<file path="src/megs_consts.vh">
// offsets, field positions and reset values of the two status registers
// assumes inclusion by every design file of the status block
`ifndef MEGS_CONSTS_VH
`define MEGS_CONSTS_VH

`define MEGS_ADDR_EVT_STATUS 8'h23
`define MEGS_ADDR_PIN_STATUS 8'h24
`define MEGS_STATUS_RESET 8'h00
`define MEGS_READ_UNMAPPED 8'h00

`define MEGS_BIT_INT_TEMP 0
`define MEGS_BIT_BATTERY 1
`define MEGS_BIT_AIN_NINE 2
`define MEGS_BIT_THERMAL 3
`define MEGS_BIT_FAN_CTRL 4
`define MEGS_BIT_UNUSED 5
`define MEGS_BIT_CHASSIS 6
`define MEGS_BIT_PIN16 7

`define MEGS_CFG_DIR_BIT(k) (2 * (k))
`define MEGS_CFG_POL_BIT(k) (2 * (k) + 1)
`define MEGS_PINS_PER_CFG 4

`endif

</file>
<file path="src/megs_event_flag.v">
// sticky one-shot event flag fed by a level
// assumes the level is synchronous to ref_clk
`timescale 1ns/100ps
`include "megs_consts.vh"

module megs_event_flag #(
   parameter BOTH_EDGES = 1
) (
   input wire ref_clk,
   input wire nrst,
   input wire level,
   input wire arm,
   input wire clear,
   output reg flag_reg
);
   reg level_reg;
   wire rise;
   wire fall;
   wire hit;

   assign rise = level & ~level_reg;
   assign fall = ~level & level_reg;
   assign hit = arm & (rise | ((BOTH_EDGES != 0) & fall));

   always @(posedge ref_clk) begin
      if (!nrst) begin
         level_reg <= 1'b0;
         flag_reg <= 1'b0;
      end else begin
         level_reg <= level;
         // set wins so an edge in the clearing cycle is kept
         if (hit)
            flag_reg <= 1'b1;
         else if (clear)
            flag_reg <= 1'b0;
      end
   end
endmodule

</file>
<file path="src/megs_pin_bit.v">
// one general-purpose pin with its status bit, polarity and direction
// assumes the pad input is synchronous to ref_clk
`timescale 1ns/100ps
`include "megs_consts.vh"

module megs_pin_bit (
   input wire ref_clk,
   input wire nrst,
   input wire dir_out,
   input wire act_high,
   input wire pin_in,
   input wire wr_en,
   input wire wr_bit,
   output wire status,
   output reg pin_out_reg,
   output reg pin_oe_n_reg
);
   reg drive_reg;
   wire in_asserted;
   wire drive_next;

   assign in_asserted = act_high ? pin_in : ~pin_in;
   // write ignored unless the pin is an output
   assign drive_next = (wr_en && dir_out) ? wr_bit : drive_reg;
   assign status = dir_out ? drive_reg : in_asserted;

   always @(posedge ref_clk) begin
      if (!nrst) begin
         drive_reg <= 1'b0;
         pin_out_reg <= 1'b0;
         pin_oe_n_reg <= 1'b1;
      end else begin
         drive_reg <= drive_next;
         pin_out_reg <= act_high ? drive_next : ~drive_next;
         pin_oe_n_reg <= ~dir_out;
      end
   end
endmodule

</file>
<file path="src/megs_status_top.v">
// event, limit and pin status registers of the hardware monitor
// assumes a register port from the serial management bus slave, per-channel
// conversion results with limits, and thermal/fan mode levels from elsewhere
`timescale 1ns/100ps
`include "megs_consts.vh"

module megs_status_top (
   input wire ref_clk,
   input wire nrst,
   input wire [7:0] reg_addr,
   input wire reg_wr_en,
   input wire [7:0] reg_wr_data,
   input wire reg_rd_en,
   output reg [7:0] reg_rd_data,
   output reg reg_rd_valid,
   input wire int_conv_done,
   input wire [7:0] int_value,
   input wire [7:0] int_high_limit,
   input wire [7:0] int_low_limit,
   input wire battery_voltage_conv_done,
   input wire [7:0] battery_voltage_value,
   input wire [7:0] battery_voltage_high_limit,
   input wire [7:0] battery_voltage_low_limit,
   input wire analog_input_nine_conv_done,
   input wire [7:0] analog_input_nine_value,
   input wire [7:0] analog_input_nine_high_limit,
   input wire [7:0] analog_input_nine_low_limit,
   input wire int_thermal_limit_mode,
   input wire thermal_limit_mode,
   input wire automatic_fan_control_en,
   input wire automatic_fan_control_running,
   input wire chassis_intrusion,
   input wire [7:0] pin_cfg_one,
   input wire [7:0] pin_cfg_two,
   input wire general_pin_sixteen_dir_out,
   input wire general_pin_sixteen_act_high,
   input wire general_pin_sixteen_in,
   output wire general_pin_sixteen_out,
   output wire general_pin_sixteen_oe_n,
   input wire [7:0] pin_in,
   output wire [7:0] pin_out,
   output wire [7:0] pin_oe_n
);
   // state of the read path: a read of the event register also clears events
   localparam ST_IDLE = 2'b01;
   localparam ST_CLEAR = 2'b10;

   reg [1:0] state_reg;
   reg [1:0] state_next;
   reg int_limit_reg;
   reg battery_limit_reg;
   reg ain_nine_limit_reg;
   reg [7:0] rd_data_next;
   reg [3:0] seen_reg;
   wire [3:0] evt_flags;
   wire [3:0] flag_clear;
   wire evt_wr;
   wire pins_wr;
   wire sel_evt;
   wire sel_pins;
   wire evt_read;
   wire evt_clear;
   wire int_thermal_limit_mode_flag;
   wire thermal_limit_mode_flag;
   wire fan_flag;
   wire chassis_flag;
   wire pin16_status;
   wire [7:0] pin_status;
   wire [7:0] evt_status;
   wire [7:0] pin_dir;
   wire [7:0] pin_pol;

   // true when a result lies above the high limit or below the low limit
   function out_of_window;
      input [7:0] value;
      input [7:0] high;
      input [7:0] low;
      begin
         out_of_window = (value > high) || (value < low);
      end
   endfunction

   // direction and polarity fields of a pin in either configuration byte
   function cfg_field;
      input [7:0] cfg_a;
      input [7:0] cfg_b;
      input integer pin;
      input polarity;
      reg [7:0] cfg;
      integer idx;
      begin
         cfg = (pin < `MEGS_PINS_PER_CFG) ? cfg_a : cfg_b;
         idx = polarity ? `MEGS_CFG_POL_BIT(pin % `MEGS_PINS_PER_CFG)
                        : `MEGS_CFG_DIR_BIT(pin % `MEGS_PINS_PER_CFG);
         cfg_field = cfg[idx];
      end
   endfunction

   assign sel_evt = (reg_addr == `MEGS_ADDR_EVT_STATUS);
   assign sel_pins = (reg_addr == `MEGS_ADDR_PIN_STATUS);
   assign evt_read = reg_rd_en && sel_evt;
   assign evt_wr = reg_wr_en && sel_evt;
   assign pins_wr = reg_wr_en && sel_pins;

   // limit flags: replaced at each conversion end, never accumulated
   always @(posedge ref_clk) begin
      if (!nrst) begin
         int_limit_reg <= 1'b0;
         battery_limit_reg <= 1'b0;
         ain_nine_limit_reg <= 1'b0;
      end else begin
         if (int_conv_done)
            int_limit_reg <= out_of_window(int_value, int_high_limit,
                                           int_low_limit);
         if (battery_voltage_conv_done)
            battery_limit_reg <= out_of_window(battery_voltage_value,
                                               battery_voltage_high_limit,
                                               battery_voltage_low_limit);
         if (analog_input_nine_conv_done)
            ain_nine_limit_reg <= out_of_window(analog_input_nine_value,
                                                analog_input_nine_high_limit,
                                                analog_input_nine_low_limit);
      end
   end

   // events stay until the read of the event register has been answered,
   // so software always sees an event at least once before it goes
   always @* begin
      state_next = state_reg;
      case (state_reg)
         ST_IDLE: begin
            if (evt_read)
               state_next = ST_CLEAR;
         end
         ST_CLEAR: begin
            state_next = evt_read ? ST_CLEAR : ST_IDLE;
         end
         default: begin
            state_next = ST_IDLE;
         end
      endcase
   end

   assign evt_clear = (state_reg == ST_CLEAR);
   assign evt_flags = {chassis_flag, fan_flag, thermal_limit_mode_flag, int_thermal_limit_mode_flag};
   // only flags that the answered read showed are cleared, so an edge that
   // lands on the read edge itself is kept for the next read
   assign flag_clear = evt_clear ? seen_reg : 4'h0;

   always @(posedge ref_clk) begin
      if (!nrst) begin
         state_reg <= ST_IDLE;
         seen_reg <= 4'h0;
      end else begin
         state_reg <= state_next;
         if (evt_read)
            seen_reg <= evt_flags;
      end
   end

   megs_event_flag #(
      .BOTH_EDGES(1)
   ) u_int_thermal_limit_mode (
      .ref_clk(ref_clk),
      .nrst(nrst),
      .level(int_thermal_limit_mode),
      .arm(1'b1),
      .clear(flag_clear[0]),
      .flag_reg(int_thermal_limit_mode_flag)
   );

   megs_event_flag #(
      .BOTH_EDGES(1)
   ) u_thermal_limit_mode (
      .ref_clk(ref_clk),
      .nrst(nrst),
      .level(thermal_limit_mode),
      .arm(1'b1),
      .clear(flag_clear[1]),
      .flag_reg(thermal_limit_mode_flag)
   );

   // only start and stop made by the automatic mode count
   megs_event_flag #(
      .BOTH_EDGES(1)
   ) u_fan (
      .ref_clk(ref_clk),
      .nrst(nrst),
      .level(automatic_fan_control_running),
      .arm(automatic_fan_control_en),
      .clear(flag_clear[2]),
      .flag_reg(fan_flag)
   );

   // rising edge only: the latch outlives the intrusion level
   megs_event_flag #(
      .BOTH_EDGES(0)
   ) u_chassis (
      .ref_clk(ref_clk),
      .nrst(nrst),
      .level(chassis_intrusion),
      .arm(1'b1),
      .clear(flag_clear[3]),
      .flag_reg(chassis_flag)
   );

   megs_pin_bit u_pin16 (
      .ref_clk(ref_clk),
      .nrst(nrst),
      .dir_out(general_pin_sixteen_dir_out),
      .act_high(general_pin_sixteen_act_high),
      .pin_in(general_pin_sixteen_in),
      .wr_en(evt_wr),
      .wr_bit(reg_wr_data[`MEGS_BIT_PIN16]),
      .status(pin16_status),
      .pin_out_reg(general_pin_sixteen_out),
      .pin_oe_n_reg(general_pin_sixteen_oe_n)
   );

   genvar g;
   generate
      for (g = 0; g < 8; g = g + 1) begin : g_pin
         assign pin_dir[g] = cfg_field(pin_cfg_one, pin_cfg_two, g, 1'b0);
         assign pin_pol[g] = cfg_field(pin_cfg_one, pin_cfg_two, g, 1'b1);
         megs_pin_bit u_pin (
            .ref_clk(ref_clk),
            .nrst(nrst),
            .dir_out(pin_dir[g]),
            .act_high(pin_pol[g]),
            .pin_in(pin_in[g]),
            .wr_en(pins_wr),
            .wr_bit(reg_wr_data[g]),
            .status(pin_status[g]),
            .pin_out_reg(pin_out[g]),
            .pin_oe_n_reg(pin_oe_n[g])
         );
      end
   endgenerate

   assign evt_status[`MEGS_BIT_INT_TEMP] = int_limit_reg | int_thermal_limit_mode_flag;
   assign evt_status[`MEGS_BIT_BATTERY] = battery_limit_reg;
   assign evt_status[`MEGS_BIT_AIN_NINE] = ain_nine_limit_reg;
   assign evt_status[`MEGS_BIT_THERMAL] = thermal_limit_mode_flag;
   assign evt_status[`MEGS_BIT_FAN_CTRL] = fan_flag;
   assign evt_status[`MEGS_BIT_UNUSED] = 1'b0;
   assign evt_status[`MEGS_BIT_CHASSIS] = chassis_flag;
   assign evt_status[`MEGS_BIT_PIN16] = pin16_status;

   always @* begin
      rd_data_next = `MEGS_READ_UNMAPPED;
      if (sel_evt)
         rd_data_next = evt_status;
      else if (sel_pins)
         rd_data_next = pin_status;
   end

   always @(posedge ref_clk) begin
      if (!nrst) begin
         reg_rd_data <= `MEGS_STATUS_RESET;
         reg_rd_valid <= 1'b0;
      end else begin
         reg_rd_valid <= reg_rd_en;
         if (reg_rd_en)
            reg_rd_data <= rd_data_next;
      end
   end
endmodule

</file>
<file path="config.mk">
export PLATFORM = sky130hd
export DESIGN_NAME = megs_status_top
export DESIGN_NICKNAME = d
export VERILOG_FILES = /design/src/megs_event_flag.v /design/src/megs_pin_bit.v /design/src/megs_status_top.v
export VERILOG_INCLUDE_DIRS = /design/src /design/src/src
export SDC_FILE = /design/constraint.sdc
export NUM_CORES = 1
export LEC_CHECK = 0
export BUFFER_PORTS_ARGS = -buffer_cell sky130_fd_sc_hd__clkbuf_2
export CAP_MARGIN = 40
export CELL_PAD_IN_SITES_DETAIL_PLACEMENT = 1
export CELL_PAD_IN_SITES_GLOBAL_PLACEMENT = 2
export CORE_UTILIZATION = 26
export DETAILED_ROUTE_END_ITERATION = 7
export GPL_TIMING_DRIVEN = 0
export PLACE_DENSITY = 0.88
export SYNTH_ARGS = -nofsm -noshare
export SYNTH_HDL_FRONTEND = slang
export SYNTH_HIERARCHICAL = 1
export SYNTH_SLANG_ARGS = --single-unit
</file>
<file path="constraint.sdc">
create_clock -name ref_clk -period 2.3 [get_ports ref_clk]
set_clock_uncertainty 0.2 [all_clocks]
set_input_delay 0.23 -clock ref_clk [delete_from_list [all_inputs] [get_ports ref_clk]]
set_output_delay 0.23 -clock ref_clk [all_outputs]
set_load 0.05 [all_outputs]
</file>
==> results of run 1 <==
[power by group]
part	total, uW	switching [uW]	leakage [uW]	internal (uW)
Clock	862	345	0.0000810	517
Combinational	522	281	0.00194	241
Sequential	969	15.7	0.000435	953
[timing repair]
item                                   4_1_cts  5_1_grt
hold buffers                                21        0
setup buffers                                0        0
endpoints found under the hold margin       21        0
[placed cells by master (no fill, tap or decap), types with 4 or more instances in the layout]
| master | count |
|---|---|
| ha_1 | 47 |
| mux2i_2 | 9 |
| nand2b_1 | 12 |
| dfxtp_1 | 53 |
| inv_1 | 53 |
| clkbuf_2 | 153 |
| nor2b_1 | 16 |
| nand4_1 | 5 |
| nand3_1 | 7 |
| nand2_1 | 53 |
| nor2_1 | 6 |
| a22oi_1 | 4 |
| mux2i_1 | 9 |
| o21ai_0 | 17 |
| nand3b_1 | 5 |
| a21boi_1 | 4 |
| and2_1 | 6 |
| o211ai_1 | 4 |
| o21ai_1 | 4 |
| nand2_2 | 9 |
| xor2_1 | 9 |
| dlygate4sd3_1 | 21 |
| clkbuf_16 | 5 |
| a21oi_1 | 20 |
[synthesized netlist by cell type, types with 2 or more instances]
master / n / area [um^2]
a221oi_1: 2 / 17.52
clkbuf_1: 2 / 7.510
a22oi_1: 4 / 30.03
and2_1: 6 / 37.54
a222oi_1: 3 / 30.03
o22ai_1: 2 / 12.51
o21ai_1: 4 / 20.02
and2_2: 3 / 22.52
mux2i_2: 9 / 123.9
inv_1: 53 / 198.9
nand4b_1: 3 / 26.28
o211ai_1: 4 / 30.03
nand2_2: 9 / 56.30
o21ai_0: 17 / 85.08
nand3b_1: 5 / 37.54
a21boi_1: 4 / 30.03
o2111ai_1: 2 / 17.52
nand2_1: 53 / 198.9
nor2_1: 6 / 22.52
a21boi_0: 3 / 22.52
xnor2_1: 3 / 26.28
and3_1: 2 / 12.51
nand2b_1: 12 / 75.07
nand3_1: 7 / 35.03
xor2_1: 9 / 78.83
nor2b_1: 16 / 100.1
mux2i_1: 9 / 90.09
a21oi_1: 20 / 100.1
ha_1: 47 / 588.1
a211o_1: 2 / 17.52
a21o_1: 2 / 15.01
nand4_1: 5 / 31.28
dfxtp_1: 53 / 1061
[stage by stage]
stage                     setup TNS [ps]  setup slack (ps)  hold slack (ps)  std cells  util [%]
after floorplan                        0             221.2            91.94        396         -
after global placement             -3216            -253.8            225.9        721     34.53
after detailed placement               0             160.2            232.2        723     34.81
after CTS                              0             447.7            4.113        752     37.79
after global routing                   0             303.2            26.76        752     37.79
final                                  0             414.9            4.311        752     37.79
[cells by family (layout without fill, tap and decap cells)]
logic type	after synthesis	in the layout	share of synthesized area [%]
other	1	3	0.1107
and+or+nand+nor	135	135	22.09
muxes	18	18	6.317
AOI/OAI and AO/OA	73	73	13.59
buffers and inverters	55	239	6.095
DFF	53	53	31.33
xor gates and xnor gates	12	12	3.103
adders and majority gates	47	47	17.36
[worst paths after layout]
check        slack, ps                           startpoint                              to  depth (start not counted)
max reg2reg        910  g_pin[0].u_pin/drive_reg$_SDFF_PN0_     reg_rd_data[0]$_SDFFE_PN0P_                          7
min                  4         general_pin_sixteen_act_high  u_pin16/pin_out_reg$_SDFF_PN0_                          3
min reg2reg        270             seen_reg[0]$_SDFFE_PN0P_        seen_reg[0]$_SDFFE_PN0P_                          2
max                410                       pin_cfg_one[1]     reg_rd_data[0]$_SDFFE_PN0P_                          9
[per-layer routing]
layer	share of wire [%]	routed length [um]	track usage (%)	up-vias
li1	-	-	-	1714
met5	0	0	0	-
met4	1.6	155	4.530	0
met2	52	4966	28.06	86
met1	43	4118	16.29	1533
met3	3.6	348	1.868	12
[layout make-up]
class | count | area, um^2 | share of cell area, %
Clock buffer | 6 | 128.9 | 2.691
Tap cell | 172 | 215.2 | 4.494
Clock inverter | 2 | 38.79 | 0.8100
Inverter | 53 | 198.9 | 4.155
Buffer | 2 | 7.507 | 0.1568
Sequential cell | 53 | 1061 | 22.16
Timing Repair Buffer | 176 | 1011 | 21.11
Multi-Input combinational cell | 288 | 2127 | 44.42
[worst max-delay path: stages]
cell and delay [ps]:
dlygate4sd3_1 540, clkbuf_2 130, xor2_1 160, o21ai_0 260, inv_1 60, or2_0 220, a21oi_1 150, a21oi_1 60
nor2b_1 120
==> flow_summary.yaml, run 1 <==
global_routing:
  grt_overflow: 0
  grt_pass1_wl_um: 15480
  grt_pass1_vias: 3397
  grtUsageTotal_pct: 14.48
  grt_max_degree: 28
  antenna_found_initial: 0
layout:
  stdcell_area_um2: 4788
  drive_gt1_share_pct: 32.59
  antenna_cells: 0
  synthToLayoutAreaGrowth_pct: 41.37
  fillers: 1578
  nets: 753
power_and_ir_drop:
  vdd_drop_max_mv: 0.3621
  power.density_nw_per_um2: 491.4
  p_leak_uw: 0.002456
  p_total_uw: 2353
sta:
  rsz0062_at_grt: "no"
  setup_viol: 0
  worstMarginPinSlew_ps: 539.0
  slew-limit-headroom_pct: 64.07
  hold_violations: 0
  slew_violations: 0
  fmax_mhz: 530.5
  fin_crit_sh_pct: 81.96
  timing.final.crit_period_ps: 1885
setup_path:
  cp.arrival_ps: 1910
  worstPathRequired_ps: 2330
  cp-end-kind: "flop"
  cp_max_fo: 3
  cp-start-kind: "primary input"
  crit_type: "in2reg"
routing:
  routed_wirelength_um: 9588
  via_count: 3345
  drtAntennaViolNets: 0
  drt_iter0_markers: 97
  first_pass_iters: 4
  routedWlPerCell_um: 12.75
  vias_per_cell: 4.448
  drc: 0
clocking:
  htreeDepth: 2
  cts_tree: "built"
  numCtsBuffers: 5
  cts_resized: 0
  clockRootBuffer: "clkbuf_16"
  clock_sinks: 53
  clk_pin_slew_ps: 70
  insertion_delay_ps: 290
  clk_path_buf_depth: 2
placement:
  numPortBuffers: 153
  placed_area_um2: 4410
  gp_congestion: 0.7538
  hpwlAfterDp_um: 8019
logic_synthesis:
  synth_edf_count: 0
  synth.yosys.warnings: 6
  synthArstFlopShare_pct: 0
  netlist_instances: 394
  ys.flop_type: "dfxtp_1"
  netlist_area_um2: 3387
  ys_seq_area_share_pct: 31.33
  avgSynthCellArea_um2: 8.596
  yosysUniqueCellTypes: 46
  ys_ff_latch: 53
die:
  die_w_um: 116.1
  die_y_um: 116.1
  start_util_pct: 26.73
  std_cell_rows: 41
  die-area_um2: 13490
  core_um2: 12670
  io_pins: 154
job:
  drv_cap: 0
hold_path:
  hold_path_class: "in2reg"
run_status:
  outcome: "finished, final reports clean"
(Power assumes the default switching activity.)
==> run 2: changes to the inputs <==
--- a/config.mk
+++ b/config.mk
@@ -6,14 +6,15 @@
 export SDC_FILE = /design/constraint.sdc
 export NUM_CORES = 1
 export LEC_CHECK = 0
+export ABC_AREA = 1
 export BUFFER_PORTS_ARGS = -buffer_cell sky130_fd_sc_hd__clkbuf_2
 export CAP_MARGIN = 40
 export CELL_PAD_IN_SITES_DETAIL_PLACEMENT = 1
 export CELL_PAD_IN_SITES_GLOBAL_PLACEMENT = 2
-export CORE_UTILIZATION = 26
+export CORE_UTILIZATION = 25
 export DETAILED_ROUTE_END_ITERATION = 7
 export GPL_TIMING_DRIVEN = 0
-export PLACE_DENSITY = 0.88
+export PLACE_DENSITY = 0.9
 export SYNTH_ARGS = -nofsm -noshare
 export SYNTH_HDL_FRONTEND = slang
 export SYNTH_HIERARCHICAL = 1
==> constraint.sdc (replaced) <==
create_clock -name ref_clk -period 1.9 [get_ports ref_clk]
set_clock_uncertainty 0.2 [all_clocks]
set_input_delay 0.19 -clock ref_clk [delete_from_list [all_inputs] [get_ports ref_clk]]
set_output_delay 0.19 -clock ref_clk [all_outputs]
set_load 0.05 [all_outputs]
==> run 2 against run 1 <==
Routed wire length grew 8.8%. Die area up 14%. Synthesized cell count increased by 45%. Worst hold slack gained 43 ps. Count of clock-buffer cells in the layout increased by 1. Sequential power up 21%. Area after synthesis grew 9.9%. Combinational power up 31%. Sequential cell count unchanged. Design area increased by 8.0%. Largest cell class unchanged.
==> flow_summary.yaml, run 2 <==
logic_synthesis:
  synth.yosys.warnings: 6
  synthArstFlopShare_pct: 0
  ys.flop_type: "dfxtp_1"
  ys_ff_latch: 53
  yosysUniqueCellTypes: 28
  netlist_top_cells_area: "dfxtp_1 29%, nand2_1 17%, ha_1 16%"
  synth_edf_count: 0
  netlist_area_um2: 3721
  netlist_instances: 571
  synth_top_cell_by_area: "dfxtp_1"
  avgSynthCellArea_um2: 6.517
  synth.most_common_cell: "nand2_1"
  synthTopCellsByCount: "171 x nand2_1, 121 x inv_1, 55 x nand3_1"
  yosysTopAreaCellShare_pct: 28.51
  ys_seq_area_share_pct: 28.51
setup_path:
  worstPathRequired_ps: 1880
  path_common_cell: "nand2_1"
  cp_max_fo: 12
  crit_type: "in2reg"
  cp_slowest_cell: "nor3_4"
  cp-end-kind: "flop"
  r2r-end: "state_reg[1]$_SDFFE_PN0P_"
  cp-start-kind: "primary input"
  r2r_start: "state_reg[0]$_SDFFE_PN1P_"
  crit_path_start: "reg_addr[3]"
  cp.arrival_ps: 1670
  critPathMaxStageDelay_ps: 530
  endpoint: "g_pin[3].u_pin/pin_out_reg$_SDFF_PN0_"
  rrSetupSlack_ps: 540
  cp_cell_sequence: "clkbuf_2 > inv_2 > nand3_1 > nor3_4 > nand2_1 > nand2_1 > nand2_1 > nor2_1 > nor2_1"
  rr_worst_depth: 6
die:
  core_um2: 14530
  die-area_um2: 15380
  die_y_um: 124
  io_pins: 154
  start_util_pct: 25.60
  std_cell_rows: 44
  die_w_um: 124
placement:
  hpwlAfterDp_um: 8281
  placed_cells: 910
  gp_congestion: 0.7037
  numPortBuffers: 153
  placed_area_um2: 4736
routing:
  routedWlPerCell_um: 11.03
  drt_iter0_markers: 94
  via_count: 3985
  drtAntennaViolNets: 0
  drc: 0
  vias_per_cell: 4.217
  routed_wirelength_um: 10430
  first_pass_iters: 4
clocking:
  numCtsBuffers: 5
  insertion_delay_ps: 290
  clk_pin_slew_ps: 70
  cts_tree: "built"
  clockRootBuffer: "clkbuf_16"
  clock_sinks: 53
  cts_setup_buffers: 0
  htreeDepth: 2
  clk_path_buf_depth: 2
power_and_ir_drop:
  vdd_drop_max_mv: 0.2637
  p_leak_uw: 0.003059
  power.density_nw_per_um2: 544.4
sta:
  timing.final.crit_period_ps: 1684
  fmax_mhz: 593.7
  hold_ws_ps: 46.89
  rsz0062_at_grt: "no"
  hold_violations: 0
  slew_violations: 0
  slew-limit-headroom_pct: 45.44
  setup_viol: 0
  fin_crit_sh_pct: 88.65
  worstMarginPinSlew_ps: 818.4
layout:
  fin_cells: 945
  most-common-layout-cells: "171 x nand2_1, 153 x clkbuf_2, 121 x inv_1, 55 x nand3_1, 53 x dfxtp_1"
  stdcell_area_um2: 5170
  synthToLayoutAreaGrowth_pct: 38.94
  mostFrequentLayoutCell: "nand2_1"
  fin_util_pct: 35.57
  antenna_cells: 0
  drive_gt1_share_pct: 24.57
  nets: 934
job:
  drv_cap: 0
global_routing:
  grt_max_degree: 37
  grt_pass1_wl_um: 17280
  grt_pass1_vias: 3985
  grtUsageTotal_pct: 13.94
  antenna_found_initial: 0
  grt_overflow: 0
run_status:
  outcome: "finished, final reports clean"
hold_path:
  holdPathStages: 5
  hold_path_class: "in2reg"
run 2: cell count changes in the layout (fill, tap and decap cells not counted), moves of 5 or more:
cell / change
and2_1: -6
mux2i_1: -9
inv_2: +9
nand3_1: +48
nor2b_1: -16
nor2_1: +39
nand2_1: +118
inv_1: +68
nand2b_1: -12
o21ai_0: -8
mux2i_2: -9
nand2_2: -8
dlygate4sd3_1: +5
run 2: worst min path at each step:
| stage | from | end |
|---|---|---|
| after floorplan | pin_cfg_one[0] | g_pin[0].u_pin/pin_oe_n_reg$_SDFF_PN1_ |
| after global placement | general_pin_sixteen_dir_out | u_pin16/pin_oe_n_reg$_SDFF_PN1_ |
| after detailed placement | chassis_intrusion | u_chassis/level_reg$_SDFF_PN0_ |
| after CTS | reg_wr_data[1] | g_pin[1].u_pin/drive_reg$_SDFF_PN0_ |
| after global routing | reg_wr_data[3] | g_pin[3].u_pin/pin_out_reg$_SDFF_PN0_ |
| final | reg_wr_data[1] | g_pin[1].u_pin/drive_reg$_SDFF_PN0_ |
run 2: area by class of cell:
class / count / area (um^2)
Buffer: 2 / 8.758
Clock buffer: 7 / 152.6
Inverter: 130 / 488.0
Fill cell: 1920 / 9364
Sequential cell: 53 / 1061
Multi-Input combinational cell: 389 / 2198
Timing Repair Buffer: 179 / 1026
Clock inverter: 1 / 5.005
Tap cell: 184 / 230.2
run 2: critical path: cells and delay by family:
family	cells	cell delay (ps)
buffers and inverters	2	190
AND/OR/NAND/NOR	7	1280
run 2: cells by family (layout without fill, tap and decap cells):
family | Yosys count | count (layout) | share of synthesized area [%]
compound gates | 39 | 39 | 6.254
xor+xnor | 9 | 9 | 2.118
fa+ha+maj | 47 | 47 | 15.80
buf+inv | 132 | 319 | 13.35
flops | 53 | 53 | 28.51
other cells | 1 | 3 | 0.1008
simple gates | 290 | 291 | 33.86
run 2: stage by stage:
step / setup slack, ps / TNS (ps) / total power, uW
3_5_place_dp: -293.8 / -3527 / 1835
5_1_grt: 6.402 / 0 / 3017
4_1_cts: 4.830 / 0 / 2874
3_3_place_gp: -253.1 / -3047 / 1822
6_report: 215.7 / 0 / 2815
2_1_floorplan: 175.6 / 0 / 1558
run 2: per-layer routing:
metal | global-route usage (%) | part of all wire (%) | up-vias
li1 | - | - | 2124
met3 | 3.159 | 5.9 | 2
met5 | 0 | 0 | -
met2 | 25.28 | 49 | 89
met1 | 17.06 | 45 | 1770
met4 | 1.786 | 0.26 | 0
run 2: report_power, final:
group / switching [uW] / leakage (uW) / internal [uW]
clock network: 407 / 0.0000799 / 559
registers: 15.8 / 0.000435 / 1150
logic: 391 / 0.00254 / 291
run 2: timing repair:
action | in CTS | in global routing
gates cloned | 1 | 0
gates resized for setup | 0 | 1
hold buffers | 26 | 0
setup endpoints to repair | 1 | 16
hold endpoints to repair | 26 | 0
pin swaps | 1 | 1
==> run 3: changes to the inputs <==
==> constraint.sdc (replaced) <==
create_clock -name ref_clk -period 1.9 [get_ports ref_clk]
set_clock_uncertainty 0.2 [all_clocks]
set_input_delay 0.095 -clock ref_clk [delete_from_list [all_inputs] [get_ports ref_clk]]
set_output_delay 0.095 -clock ref_clk [all_outputs]
set_load 0.05 [all_outputs]
==> run 3 against run 2 <==
Sequential share of layout area down 0.35 points. Combinational power up 2%. Cell count up 0.85%. Sequential power about the same. Routed wire length down 1.5%. Largest cell class unchanged.
==> flow_summary.yaml, run 3 (synthesis gave the netlist of run 2 again) <==
run_status:
  outcome: "finished, final reports clean"
global_routing:
  grt_max_degree: 37
  grtUsageTotal_pct: 13.90
  antenna_found_initial: 0
  grt_pass1_vias: 4025
  grt_pass1_wl_um: 17280
  grt_overflow: 0
sta:
  timing.final.crit_period_ps: 1632
  hold_ws_ps: 8.718
  worstMarginPinSlew_ps: 800.3
  setup_viol: 0
  slew_violations: 0
  slew-limit-headroom_pct: 46.65
  fmax_mhz: 612.8
  rsz0062_at_grt: "no"
  fin_crit_sh_pct: 85.89
  setup_slack_ps: 268.2
  hold_violations: 0
setup_path:
  crit_type: "in2reg"
  cp_max_fo: 15
  critPathMaxStageDelay_ps: 450
  rr_worst_depth: 6
  cp_cell_sequence: "clkbuf_2 > inv_2 > nand3_1 > nor3_4 > buf_4 > nand2_1 > nand2_1 > nand2_1 > nor2_1 > nor2_1"
  path_buf_inv: 3
  cp-start-kind: "primary input"
  crit_family: "simple AND/OR/NAND/NOR gates"
  cp-end-kind: "flop"
  worstPathRequired_ps: 1890
  r2r_start: "state_reg[0]$_SDFFE_PN1P_"
  cp_slowest_cell: "nor3_4"
  r2r-end: "state_reg[1]$_SDFFE_PN0P_"
  cp.arrival_ps: 1620
  path_common_cell: "nand2_1"
  rrSetupSlack_ps: 560
routing:
  drc: 0
  routedWlPerCell_um: 10.78
  first_pass_iters: 4
  via_count: 3985
  vias_per_cell: 4.182
  routed_wirelength_um: 10280
  drtAntennaViolNets: 0
  drt_iter0_markers: 79
die:
  die-area_um2: 15380
  start_util_pct: 25.60
  core_um2: 14530
  die_y_um: 124
  io_pins: 154
  die_w_um: 124
  std_cell_rows: 44
layout:
  synthToLayoutAreaGrowth_pct: 41.36
  nets: 942
  drive_gt1_share_pct: 24.32
  most-common-layout-cells: "171 x nand2_1, 153 x clkbuf_2, 121 x inv_1, 55 x nand3_1, 53 x dfxtp_1"
  mostFrequentLayoutCell: "nand2_1"
  stdcell_area_um2: 5260
  fin_util_pct: 36.19
  antenna_cells: 0
power_and_ir_drop:
  power.density_nw_per_um2: 557.0
  p_leak_uw: 0.003093
  vdd_drop_max_mv: 0.2807
placement:
  numPortBuffers: 153
  hpwlAfterDp_um: 8252
  placed_area_um2: 4737
  gp_congestion: 0.7340
  dpl_worst_slack_ps: -188.6
hold_path:
  holdPathStages: 5
  hold_path_class: "in2reg"
  hp-start: "reg_wr_data[7]"
  hold_end: "u_pin16/drive_reg$_SDFF_PN0_"
job:
  drv_cap: 0
clocking:
  numCtsBuffers: 5
  clock_sinks: 53
  clk_pin_slew_ps: 70
  cts_tree: "built"
  cts_setup_buffers: 0
  insertion_delay_ps: 290
  htreeDepth: 2
  clockRootBuffer: "clkbuf_16"
  clk_path_buf_depth: 2
[run 3: tightest hold or removal path: stages]
cell	delay, ps
clkbuf_2	120
inv_1	60
nand3_1	60
nand2_1	90
nor2_1	40
[run 3: per-stage QoR]
stage | total power (uW) | std cells | TNS [ps]
6_report | 2930 | 953 | 0
4_1_cts | 2986 | 953 | 0
3_5_place_dp | 1837 | 911 | -1160
3_3_place_gp | 1821 | 910 | -7399
5_1_grt | 3127 | 953 | 0
2_1_floorplan | 1557 | 573 | 0
[run 3: worst max path at each step]
stage                 from  cells past startpoint  slack (ps)                                    end
6_report       reg_addr[3]                     10         270  g_pin[3].u_pin/pin_out_reg$_SDFF_PN0_
5_1_grt        reg_addr[3]                     10         110  g_pin[3].u_pin/pin_out_reg$_SDFF_PN0_
3_5_place_dp   reg_addr[3]                     10        -190  g_pin[3].u_pin/pin_out_reg$_SDFF_PN0_
2_1_floorplan  reg_addr[3]                      8          50  g_pin[0].u_pin/pin_out_reg$_SDFF_PN0_
4_1_cts        reg_addr[3]                     10         100  g_pin[3].u_pin/pin_out_reg$_SDFF_PN0_
3_3_place_gp   reg_addr[3]                      9        -530  g_pin[3].u_pin/pin_out_reg$_SDFF_PN0_
[run 3: cell type report]
type | count | area, um^2
clock buffer | 6 | 138.9
inverter | 130 | 488.0
buffer | 2 | 8.758
multi-input combinational | 388 | 2182
clock inverter | 2 | 37.54
tap | 184 | 230.2
fill | 1909 | 9274
sequential | 53 | 1061
timing repair buffer | 188 | 1114
[run 3: where the power goes]
part           internal, uW  switching, uW  total (uW)
sequential             1150           15.5        1170
clock                   658            412        1070
combinational           302            393         694
total                  2110            820        2930
[run 3: per-layer routing]
layer	share of wire, %	GRT usage [%]
met3	5.9	2.976
met4	0.31	1.786
met1	45	16.70
met5	0	0
met2	49	25.73
[run 3: repair_timing]
action	4_1_cts	5_1_grt
setup endpoints to repair	0	5
endpoints found under the hold margin	38	0
resized for setup	0	1
hold buffers	34	0
